$ cat src/logic/pwa_params.svh
// constants of the wake event aggregator: register indices, field positions, resets
// assumes a bus whose byte address is four times the register index
`ifndef PWA_PARAMS_SVH
`define PWA_PARAMS_SVH

// register indices (byte address = index * 4)
`define PWA_IDX_SEL      10'h007
`define PWA_IDX_ACT      10'h030
`define PWA_IDX_ALLOW    10'h0f0
`define PWA_IDX_PEND     10'h0f1
`define PWA_IDX_IRQ_STAT 10'h040
`define PWA_IDX_IRQ_MASK 10'h041

// logical function codes
`define PWA_FN_FLOPPY  8'h00
`define PWA_FN_SER1    8'h01
`define PWA_FN_SER2    8'h02
`define PWA_FN_PRINTER 8'h03
`define PWA_FN_HWMON   8'h04
`define PWA_FN_GPIO    8'h06
`define PWA_FN_WAKE    8'h0a

// field positions in allow, pending and activation registers
`define PWA_BIT_FLOPPY  0
`define PWA_BIT_SER1    1
`define PWA_BIT_SER2    2
`define PWA_BIT_PRINTER 3
`define PWA_BIT_HWMON   4
`define PWA_BIT_ON      0

// interrupt status fields
`define PWA_IRQ_WAKE_ROSE 0
`define PWA_IRQ_REFUSED   1

// reset values
`define PWA_RST_SEL  8'h00
`define PWA_RST_ON   1'b0
`define PWA_RST_SRC  5'h00
`define PWA_RST_IRQ  2'h0

`endif

$ cat src/logic/pwa_pkg.sv
// types of the wake event aggregator
// assumes a 32-bit classic bus with a 12-bit byte address
package pwa_pkg;

  typedef struct packed {
    logic        cyc;
    logic        stb;
    logic        we;
    logic [11:0] adr;
    logic [3:0]  sel;
    logic [31:0] dat;
  } pwa_wb_req_t;

  typedef struct packed {
    logic [7:0]  sel_fn;
    logic        wake_on;
    logic [4:0]  allow;
    logic [4:0]  pending;
    logic [4:0]  src_meta;
    logic [4:0]  src_sync;
    logic [4:0]  src_prev;
    logic [1:0]  irq_stat;
    logic [1:0]  irq_mask;
    logic        ack;
    logic [31:0] dat;
    logic        wake;
    logic        irq;
  } pwa_state_t;

endpackage : pwa_pkg

$ cat src/logic/pwa_top.sv
// wake event aggregator: function selector, wake enable, per-source allow and pending flags
// assumes a classic wishbone master on clk_i and asynchronous source event levels
//
// Functional notes
// - 8-bit selector picks function 00,01,02,03,04,06,0a; others reserved.
// - activation bit 0 turns the wake output off or on; pending flags still capture events.
// - allow bit 4 passes hardware monitor wake events; resets to zero.
// - allow bit 3 passes printer port wake events.
// - allow bit 2 passes second serial port wake events; resets to zero.
// - allow bit 1 passes first serial port wake events; resets to zero.
// - allow bit 0 passes floppy controller wake events; resets to zero.
// - pending register holds one flag per source at bits 4 to 0.
// - writing one clears a pending flag; flags written zero stay.
// - bits 7 to 5 of allow and pending registers are reserved.
//
// Design decision made here: the Wishbone slave port.
`timescale 1ns/1ns
`include "pwa_params.svh"

module pwa_top #(
  parameter int NSRC = 5
) (
  // clock and reset
  input  wire logic                 clk_i,
  input  wire logic                 rst_i,
  // register bus
  input  wire pwa_pkg::pwa_wb_req_t wb_req_i,
  output logic [31:0]               wb_dat_o,
  output logic                      wb_ack_o,
  // wake sources, asynchronous levels
  input  wire logic [NSRC-1:0]      src_event_i,
  // outputs
  output logic                      wake_o,
  output logic                      irq_o
);
  import pwa_pkg::*;

  // ****************************************
  // decode helper
  // ****************************************
  function automatic logic hit(input logic [11:0] adr, input logic [9:0] idx);
    hit = (adr[11:2] == idx);
  endfunction : hit

  // the three registers that belong to the wake function
  function automatic logic fn_reg(input logic [11:0] adr);
    fn_reg = hit(adr, `PWA_IDX_ACT) | hit(adr, `PWA_IDX_ALLOW) | hit(adr, `PWA_IDX_PEND);
  endfunction : fn_reg

  pwa_state_t q;
  pwa_state_t d;

  logic       req;
  logic       wr;
  logic       rd;
  logic       wake_sel;
  logic [4:0] rise;
  logic       resv_fn;

  assign req      = wb_req_i.cyc & wb_req_i.stb & ~q.ack;
  assign wr       = req & wb_req_i.we & wb_req_i.sel[0];
  assign rd       = req & ~wb_req_i.we;
  assign wake_sel = (q.sel_fn == `PWA_FN_WAKE);
  assign rise     = q.src_sync & ~q.src_prev;

  // reserved codes: anything outside the listed functions
  always_comb begin
    unique case (q.sel_fn)
      `PWA_FN_FLOPPY, `PWA_FN_SER1, `PWA_FN_SER2, `PWA_FN_PRINTER,
      `PWA_FN_HWMON, `PWA_FN_GPIO, `PWA_FN_WAKE: resv_fn = 1'b0;
      default:                                    resv_fn = 1'b1;
    endcase
  end

  // ****************************************
  // next state
  // ****************************************
  always_comb begin
    logic       fn_hit;
    logic [1:0] irq_ev;
    fn_hit = 1'b0;
    irq_ev = 2'b00;
    d = q;

    // two-stage synchroniser, then rising edge detect
    d.src_meta = src_event_i;
    d.src_sync = q.src_meta;
    d.src_prev = q.src_sync;

    d.ack = req;
    d.dat = 32'h0;

    fn_hit = fn_reg(wb_req_i.adr);
    // function registers reached while another function is selected
    if (req && fn_hit && !wake_sel) begin
      irq_ev[`PWA_IRQ_REFUSED] = 1'b1;
    end

    if (wr) begin
      if (hit(wb_req_i.adr, `PWA_IDX_SEL)) begin
        d.sel_fn = wb_req_i.dat[7:0];
      end
      if (wake_sel && hit(wb_req_i.adr, `PWA_IDX_ACT)) begin
        d.wake_on = wb_req_i.dat[`PWA_BIT_ON];
      end
      if (wake_sel && hit(wb_req_i.adr, `PWA_IDX_ALLOW)) begin
        d.allow = wb_req_i.dat[4:0];
      end
      if (wake_sel && hit(wb_req_i.adr, `PWA_IDX_PEND)) begin
        d.pending = q.pending & ~wb_req_i.dat[4:0];
      end
      if (hit(wb_req_i.adr, `PWA_IDX_IRQ_MASK)) begin
        d.irq_mask = wb_req_i.dat[1:0];
      end
    end

    // a new event wins over a clear in the same cycle
    d.pending = d.pending | rise;

    if (rd) begin
      if (hit(wb_req_i.adr, `PWA_IDX_SEL)) begin
        d.dat = {24'h0, q.sel_fn};
      end else if (wake_sel && hit(wb_req_i.adr, `PWA_IDX_ACT)) begin
        d.dat = {31'h0, q.wake_on};
      end else if (wake_sel && hit(wb_req_i.adr, `PWA_IDX_ALLOW)) begin
        d.dat = {27'h0, q.allow};
      end else if (wake_sel && hit(wb_req_i.adr, `PWA_IDX_PEND)) begin
        d.dat = {27'h0, q.pending};
      end else if (hit(wb_req_i.adr, `PWA_IDX_IRQ_STAT)) begin
        d.dat = {30'h0, q.irq_stat};
      end else if (hit(wb_req_i.adr, `PWA_IDX_IRQ_MASK)) begin
        d.dat = {30'h0, q.irq_mask};
      end
    end

    d.wake = d.wake_on & (|(d.pending & d.allow));
    irq_ev[`PWA_IRQ_WAKE_ROSE] = d.wake & ~q.wake;

    // read clears status; events arriving now survive the clear
    if (rd && hit(wb_req_i.adr, `PWA_IDX_IRQ_STAT)) begin
      d.irq_stat = 2'b00;
    end
    d.irq_stat = d.irq_stat | irq_ev;
    d.irq = |(d.irq_stat & d.irq_mask);
  end

  // ****************************************
  // state register
  // ****************************************
  always_ff @(posedge clk_i) begin
    if (rst_i) begin
      q.sel_fn   <= `PWA_RST_SEL;
      q.wake_on  <= `PWA_RST_ON;
      q.allow    <= `PWA_RST_SRC;
      q.pending  <= `PWA_RST_SRC;
      q.src_meta <= `PWA_RST_SRC;
      q.src_sync <= `PWA_RST_SRC;
      q.src_prev <= `PWA_RST_SRC;
      q.irq_stat <= `PWA_RST_IRQ;
      q.irq_mask <= `PWA_RST_IRQ;
      q.ack      <= 1'b0;
      q.dat      <= 32'h0;
      q.wake     <= 1'b0;
      q.irq      <= 1'b0;
    end else begin
      q <= d;
    end
  end

  assign wb_dat_o = q.dat;
  assign wb_ack_o = q.ack;
  assign wake_o   = q.wake;
  assign irq_o    = q.irq;

  // ****************************************
  // checks
  // ****************************************
  chk_sel_write: assert property (@(posedge clk_i) disable iff (rst_i)
    (wr && hit(wb_req_i.adr, `PWA_IDX_SEL)) |=> (q.sel_fn == $past(wb_req_i.dat[7:0])))
    else $error("selector not loaded by write");

  chk_gate_off: assert property (@(posedge clk_i) disable iff (rst_i)
    !q.wake_on |-> !wake_o)
    else $error("wake output high while function disabled");

  chk_allow_reset: assert property (@(posedge clk_i)
    $fell(rst_i) |-> (q.allow == 5'h00) && (q.pending == 5'h00))
    else $error("allow or pending not zero after reset");

  chk_allow_gate: assert property (@(posedge clk_i) disable iff (rst_i)
    wake_o |-> |(q.pending & q.allow))
    else $error("wake output without an allowed pending source");

  chk_pend_capture: assert property (@(posedge clk_i) disable iff (rst_i)
    (rise != 5'h00) |=> ((q.pending & $past(rise)) == $past(rise)))
    else $error("source edge not captured in pending");

  chk_w1c_clear: assert property (@(posedge clk_i) disable iff (rst_i)
    (wr && wake_sel && hit(wb_req_i.adr, `PWA_IDX_PEND) && rise == 5'h00)
    |=> (q.pending == ($past(q.pending) & ~$past(wb_req_i.dat[4:0]))))
    else $error("write one to clear misbehaved");

  chk_resv_zero: assert property (@(posedge clk_i) disable iff (rst_i)
    (rd && wake_sel && (hit(wb_req_i.adr, `PWA_IDX_ALLOW) || hit(wb_req_i.adr, `PWA_IDX_PEND)))
    |=> wb_ack_o && (wb_dat_o[31:5] == 27'h0))
    else $error("reserved bits read nonzero");

  chk_wake_level: assert property (@(posedge clk_i) disable iff (rst_i)
    (q.wake_on && |(q.pending & q.allow)) |-> wake_o)
    else $error("wake output low while an allowed source pends");

  chk_ack_pulse: assert property (@(posedge clk_i) disable iff (rst_i)
    req |=> wb_ack_o ##1 !wb_ack_o)
    else $error("bus answer not a single cycle");

  chk_irq_level: assert property (@(posedge clk_i) disable iff (rst_i)
    irq_o |-> |(q.irq_stat & q.irq_mask))
    else $error("interrupt without unmasked status");

  // ****************************************
  // selector checks
  // ****************************************
  chk_sel_keep: assert property (@(posedge clk_i) disable iff (rst_i)
    !(wr && hit(wb_req_i.adr, `PWA_IDX_SEL)) |=> (q.sel_fn == $past(q.sel_fn)))
    else $error("selector changed without a write");

  chk_sel_read: assert property (@(posedge clk_i) disable iff (rst_i)
    (rd && hit(wb_req_i.adr, `PWA_IDX_SEL)) |=> (wb_dat_o == {24'h0, $past(q.sel_fn)}))
    else $error("selector read back wrong");

  chk_refuse_flag: assert property (@(posedge clk_i) disable iff (rst_i)
    (req && !wake_sel && fn_reg(wb_req_i.adr)) |=> q.irq_stat[`PWA_IRQ_REFUSED])
    else $error("refused function access not flagged");

  chk_resv_read: assert property (@(posedge clk_i) disable iff (rst_i)
    (rd && resv_fn && fn_reg(wb_req_i.adr)) |=> (wb_dat_o == 32'h0))
    else $error("function register visible under a reserved code");

  chk_sel_hold: assert property (@(posedge clk_i) disable iff (rst_i)
    (wr && !wake_sel && fn_reg(wb_req_i.adr))
    |=> (q.allow == $past(q.allow)) && (q.wake_on == $past(q.wake_on)))
    else $error("function register written while not selected");

  // ****************************************
  // enable checks
  // ****************************************
  chk_act_write: assert property (@(posedge clk_i) disable iff (rst_i)
    (wr && wake_sel && hit(wb_req_i.adr, `PWA_IDX_ACT)) |=> (q.wake_on == $past(wb_req_i.dat[`PWA_BIT_ON])))
    else $error("activation bit not loaded by write");

  chk_act_hold: assert property (@(posedge clk_i) disable iff (rst_i)
    !(wr && wake_sel && hit(wb_req_i.adr, `PWA_IDX_ACT)) |=> (q.wake_on == $past(q.wake_on)))
    else $error("activation bit changed without a write");

  chk_act_read: assert property (@(posedge clk_i) disable iff (rst_i)
    (rd && wake_sel && hit(wb_req_i.adr, `PWA_IDX_ACT)) |=> (wb_dat_o[31:1] == 31'h0))
    else $error("reserved activation bits read nonzero");

  chk_allow_write: assert property (@(posedge clk_i) disable iff (rst_i)
    (wr && wake_sel && hit(wb_req_i.adr, `PWA_IDX_ALLOW)) |=> (q.allow == $past(wb_req_i.dat[4:0])))
    else $error("allow bits not loaded by write");

  chk_allow_hold: assert property (@(posedge clk_i) disable iff (rst_i)
    !(wr && wake_sel && hit(wb_req_i.adr, `PWA_IDX_ALLOW)) |=> (q.allow == $past(q.allow)))
    else $error("allow bits changed without a write");

  chk_allow_read: assert property (@(posedge clk_i) disable iff (rst_i)
    (rd && wake_sel && hit(wb_req_i.adr, `PWA_IDX_ALLOW)) |=> (wb_dat_o[4:0] == $past(q.allow)))
    else $error("allow bits read back wrong");

  // ****************************************
  // pending and synchroniser checks
  // ****************************************
  chk_pend_read: assert property (@(posedge clk_i) disable iff (rst_i)
    (rd && wake_sel && hit(wb_req_i.adr, `PWA_IDX_PEND)) |=> (wb_dat_o[4:0] == $past(q.pending)))
    else $error("pending flags read back wrong");

  chk_pend_sticky: assert property (@(posedge clk_i) disable iff (rst_i)
    !(wr && wake_sel && hit(wb_req_i.adr, `PWA_IDX_PEND))
    |=> ((q.pending & $past(q.pending)) == $past(q.pending)))
    else $error("pending flag lost without a clear");

  chk_w1c_keep: assert property (@(posedge clk_i) disable iff (rst_i)
    (wr && wake_sel && hit(wb_req_i.adr, `PWA_IDX_PEND))
    |=> ((q.pending & $past(q.pending & ~wb_req_i.dat[4:0])) == $past(q.pending & ~wb_req_i.dat[4:0])))
    else $error("flag written with zero was cleared");

  chk_sync_path: assert property (@(posedge clk_i) disable iff (rst_i)
    1'b1 |=> (q.src_sync == $past(q.src_meta)))
    else $error("synchroniser stage skipped");

  // ****************************************
  // bus checks
  // ****************************************
  chk_idle_data: assert property (@(posedge clk_i) disable iff (rst_i)
    !wb_ack_o |-> (wb_dat_o == 32'h0))
    else $error("read data driven outside an answer");

  chk_ack_only_req: assert property (@(posedge clk_i) disable iff (rst_i)
    !req |=> !wb_ack_o)
    else $error("bus answer without a request");

  chk_unmapped_read: assert property (@(posedge clk_i) disable iff (rst_i)
    (rd && !fn_reg(wb_req_i.adr) && !hit(wb_req_i.adr, `PWA_IDX_SEL) && !hit(wb_req_i.adr, `PWA_IDX_IRQ_STAT)
     && !hit(wb_req_i.adr, `PWA_IDX_IRQ_MASK)) |=> (wb_dat_o == 32'h0))
    else $error("unmapped read returned data");

  // ****************************************
  // interrupt checks
  // ****************************************
  chk_stat_read: assert property (@(posedge clk_i) disable iff (rst_i)
    (rd && hit(wb_req_i.adr, `PWA_IDX_IRQ_STAT)) |=> (wb_dat_o[1:0] == $past(q.irq_stat)))
    else $error("interrupt status read back wrong");

  chk_stat_sticky: assert property (@(posedge clk_i) disable iff (rst_i)
    !(rd && hit(wb_req_i.adr, `PWA_IDX_IRQ_STAT)) |=> ((q.irq_stat & $past(q.irq_stat)) == $past(q.irq_stat)))
    else $error("interrupt status lost without a read");

  chk_mask_write: assert property (@(posedge clk_i) disable iff (rst_i)
    (wr && hit(wb_req_i.adr, `PWA_IDX_IRQ_MASK)) |=> (q.irq_mask == $past(wb_req_i.dat[1:0])))
    else $error("interrupt mask not loaded by write");

  chk_wake_flag: assert property (@(posedge clk_i) disable iff (rst_i)
    $rose(wake_o) |-> q.irq_stat[`PWA_IRQ_WAKE_ROSE])
    else $error("wake rise not recorded");

  chk_irq_raise: assert property (@(posedge clk_i) disable iff (rst_i)
    (|(q.irq_stat & q.irq_mask)) |-> irq_o)
    else $error("unmasked status without interrupt");

  // ****************************************
  // per source checks
  // ****************************************
  for (genvar s = 0; s < NSRC; s++) begin : g_src
    chk_src_capture: assert property (@(posedge clk_i) disable iff (rst_i)
      rise[s] |=> q.pending[s])
      else $error("source edge not held in its flag");

    chk_src_pass: assert property (@(posedge clk_i) disable iff (rst_i)
      (q.wake_on && q.allow[s] && q.pending[s]) |-> wake_o)
      else $error("allowed source did not raise wake output");

    chk_src_clear: assert property (@(posedge clk_i) disable iff (rst_i)
      (wr && wake_sel && hit(wb_req_i.adr, `PWA_IDX_PEND) && wb_req_i.dat[s] && !rise[s])
      |=> !q.pending[s])
      else $error("flag not cleared by writing one");

    chk_src_keep: assert property (@(posedge clk_i) disable iff (rst_i)
      (q.pending[s] && !(wr && wake_sel && hit(wb_req_i.adr, `PWA_IDX_PEND) && wb_req_i.dat[s]))
      |=> q.pending[s])
      else $error("flag cleared without writing one");
  end

endmodule : pwa_top

$ cat config.mk
export PLATFORM = sky130hd
export DESIGN_NAME = pwa_top
export DESIGN_NICKNAME = d
export VERILOG_FILES = /design/src/logic/pwa_pkg.sv /design/src/logic/pwa_top.sv
export VERILOG_INCLUDE_DIRS = /design/src /design/src/logic
export SDC_FILE = /design/constraint.sdc
export NUM_CORES = 1
export LEC_CHECK = 0
export BUFFER_PORTS_ARGS = -buffer_cell sky130_fd_sc_hd__buf_4
export CAP_MARGIN = 20
export CORE_AREA = 4 4 73 75
export CTS_BUF_LIST = sky130_fd_sc_hd__clkbuf_2
export CTS_CLUSTER_SIZE = 24
export DETAILED_ROUTE_END_ITERATION = 7
export DIE_AREA = 0 0 77 79
export GPL_ROUTABILITY_DRIVEN = 0
export MAX_ROUTING_LAYER = met4
export PLACE_DENSITY = 0.8
export SKIP_CTS_REPAIR_TIMING = 1
export SYNTH_ARGS = -nofsm -noshare
export SYNTH_HDL_FRONTEND = slang
export SYNTH_SLANG_ARGS = --single-unit
$ cat constraint.sdc
create_clock -name clk_i -period 6.28 [get_ports clk_i]
set_clock_uncertainty 0.1 [all_clocks]
set_input_delay 1.256 -clock clk_i [delete_from_list [all_inputs] [get_ports clk_i]]
set_output_delay 1.256 -clock clk_i [all_outputs]
set_load 0.1 [all_outputs]
==> results.yml <==
timing:
  tightest_slew_ns: 0.921
  rsz0062_at_grt: "no"
  hold_violations: 0
  slew_headroom_pct: 37.7
  setup_violations: 0
  fin_ws_ns: 3.15
  period_needed_ns: 3.13
  timing.fmax_mhz: 320
  slew_violations: 0
  finalCritPeriodShare_pct: 49.8
  final.setup.tns_ns: 0
critical_path:
  crit_fanout: 5
  crit_start: "wb_req_i[39]"
  r2r_start: "q[69]$_SDFFE_PP0P_"
  path_cells: "buf_4, nor4b_1, nand2_1, o32ai_1, a21oi_1, nor2_1, nand3_1, a31o_1"
  required_ns: 6.50
  slowest_stage: "nor4b_1"
  endpoint: "irq_o$_SDFF_PP0_"
  path_delay_family: "simple AND/OR/NAND/NOR gates"
  r2r_end: "irq_o$_SDFF_PP0_"
  end_kind: "flip-flop"
  r2r_cells: 7
  path_buf_inv: 1
  arrival_ns: 3.35
  crit_type: "primary input to flip-flop"
  cp_num_cells: 8
  cp-start-kind: "primary input"
  r2r_slack_ns: 3.98
  slowest_delay_ns: 0.81
synth:
  synthAdderAreaFrac_pct: 0
  synthXorXnorAreaFrac_pct: 0
  synthMuxAreaShare_pct: 3.15
  synth_flop_cell: "dfxtp_1"
  synth-seq-cells: 49
  synth_top_family_by_area: "simple AND/OR/NAND/NOR gates"
  yosys_warnings: 0
  synth-edff-count: 0
  synth_area_um2: 2310
  synthSimpleGateAreaFrac_pct: 28.6
  syn_avg_cell_area_um2: 9.15
  synth-async-reset-ratio_pct: 0
  synth_compound_area_share_pct: 11.5
  ys_types: 48
  syn_inst: 252
  synth_seq_area_share_pct: 42.5
detailed_routing:
  dr.pass1.iters: 7
  wl_mm: 4.52
  wire_per_inst_um: 13.5
  vias_per_cell: 5.17
  vias: 1737
  drc_errors: 0
  detail-route-antenna-nets: 0
  first_iter_violations: 203
place:
  dp_hpwl_mm: 3.46
  port_buffers: 39
  place_ws_ns: 2.74
floorplan:
  initial_utilization_pct: 49.5
  die_x_um: 77
  dieArea_um2: 6080
  std_cell_rows: 25
  ios: 93
  core_area_um2: 4660
  die_h_um: 79
global_routing:
  grt_pass1_wl_mm: 7.47
  busiest_layer: "met2"
  grt_max_degree: 42
  grt-ovfl-total: 0
  grt_util_met2_pct: 26.7
  antenna_found_initial: 0
  grt_util_all_layers_pct: 15.6
  grtUsageMet1_pct: 18.2
  grt_pass1_vias: 1662
  met3_usage_pct: 4.31
cts:
  clk_path_buf_depth: 2
  clkSlewWorstSetupHoldPaths_ns: 0.21
  tritoncts: "built"
  cts_sinks: 49
  numCtsBuffers: 5
  cts_root_buf: "clkbuf_2"
  h-tree-depth: 2
  clk_latency_ns: 0.41
final_layout:
  final_common_cell: "dfxtp_1"
  nets: 340
  antennaDiodeCount: 0
  area_delta_synth_final_pct: 8.90
  drive_gt1_share_pct: 22.0
  final_cell_mix: "dfxtp_1, buf_4, conb_1"
outcome:
  status: "complete, no violations"
power:
  ir_drop_mv: 0.185
  p_per_area_nw_per_um2: 230
  leakage_nw: 1.05
hold_path:
  min_path_type: "flip-flop to flip-flop"
run:
  cap_violations: 0
==> where the power goes <==
| group | internal, mW | leakage [nW] | switching, mW | total [mW] |
|---|---|---|---|---|
| combinational | 0.0189 | 0.609 | 0.0820 | 0.101 |
| clock | 0.0646 | 0.0388 | 0.0930 | 0.158 |
| sequential | 0.317 | 0.398 | 0.00188 | 0.319 |
| total | 0.401 | 1.05 | 0.177 | 0.578 |
==> cell usage after synthesis, types with 2 or more instances <==
library cell	n	share of area, %
inv_1	4	0.65
nand4b_1	2	0.76
buf_4	32	10
a222oi_1	2	0.87
nand2_1	21	3.4
nand3_1	13	2.8
o21ba_2	2	0.87
nor2_1	22	3.6
o32ai_1	2	0.76
nand3b_1	3	0.98
mux2i_1	5	2.2
and3b_1	2	0.76
a22oi_1	3	0.98
nand4_1	6	1.6
or4_4	2	0.98
a21oi_1	17	3.7
and4_1	2	0.76
and2_1	5	1.4
nor2b_1	21	5.7
nor3_1	2	0.43
o21ai_0	5	1.1
clkbuf_1	4	0.65
dfxtp_1	49	43
buf_2	2	0.43
==> cell type report <==
| class | count | area, um2 |
|---|---|---|
| inverters | 4 | 15.0 |
| clock inverters | 2 | 35.0 |
| clock buffers | 5 | 25.0 |
| fillers | 428 | 2150 |
| flip-flops and latches | 49 | 981 |
| multi-input cells | 182 | 1090 |
| repair buffers | 40 | 300 |
| well taps | 54 | 67.6 |
==> stage by stage <==
step	instance area (um2)	total power, mW	std cells	hold slack, ns	util (%)
global placement	2450	0.425	329	0.316	52.6
finish	2510	0.578	336	0.359	53.9
global route	2510	0.606	336	0.385	53.9
floorplan	2390	0.418	275	0.314	-
CTS	2510	0.578	336	0.361	53.9
detailed placement	2450	0.426	329	0.323	52.6
==> registers in the layout (all words and copies together), names as in the netlist <==
name,flops
d,10
irq_o,1
wake_o,1
wb_dat_o,8
wb_ack_o,1
q,28
==> per-layer routing <==
| metal | vias up | part of all wire (%) |
|---|---|---|
| li1 | 876 | - |
| met1 | 790 | 41 |
| met2 | 65 | 51 |
| met3 | 6 | 7.8 |
| met4 | 0 | 1.1 |
| met5 | - | 0 |
==> cells by family after synthesis <==
kind of cell           after synthesis
buffers and inverters               44
muxes                                6
and+or+nand+nor                    112
AOI/OAI and AO/OA                   40
other                                1
DFF                                 49
==> how the worst min path moves through the flow <==
stage | end | start | cells past startpoint
finish | d[41]$_SDFF_PP0_ | d[46]$_SDFF_PP0_ | 1
global route | d[43]$_SDFF_PP0_ | d[48]$_SDFF_PP0_ | 1
CTS | d[41]$_SDFF_PP0_ | d[46]$_SDFF_PP0_ | 1
detailed placement | d[41]$_SDFF_PP0_ | d[46]$_SDFF_PP0_ | 1
global placement | d[40]$_SDFF_PP0_ | d[45]$_SDFF_PP0_ | 1
floorplan | d[39]$_SDFF_PP0_ | d[44]$_SDFF_PP0_ | 1
No activity file was read; power rests on OpenSTA's default activity.
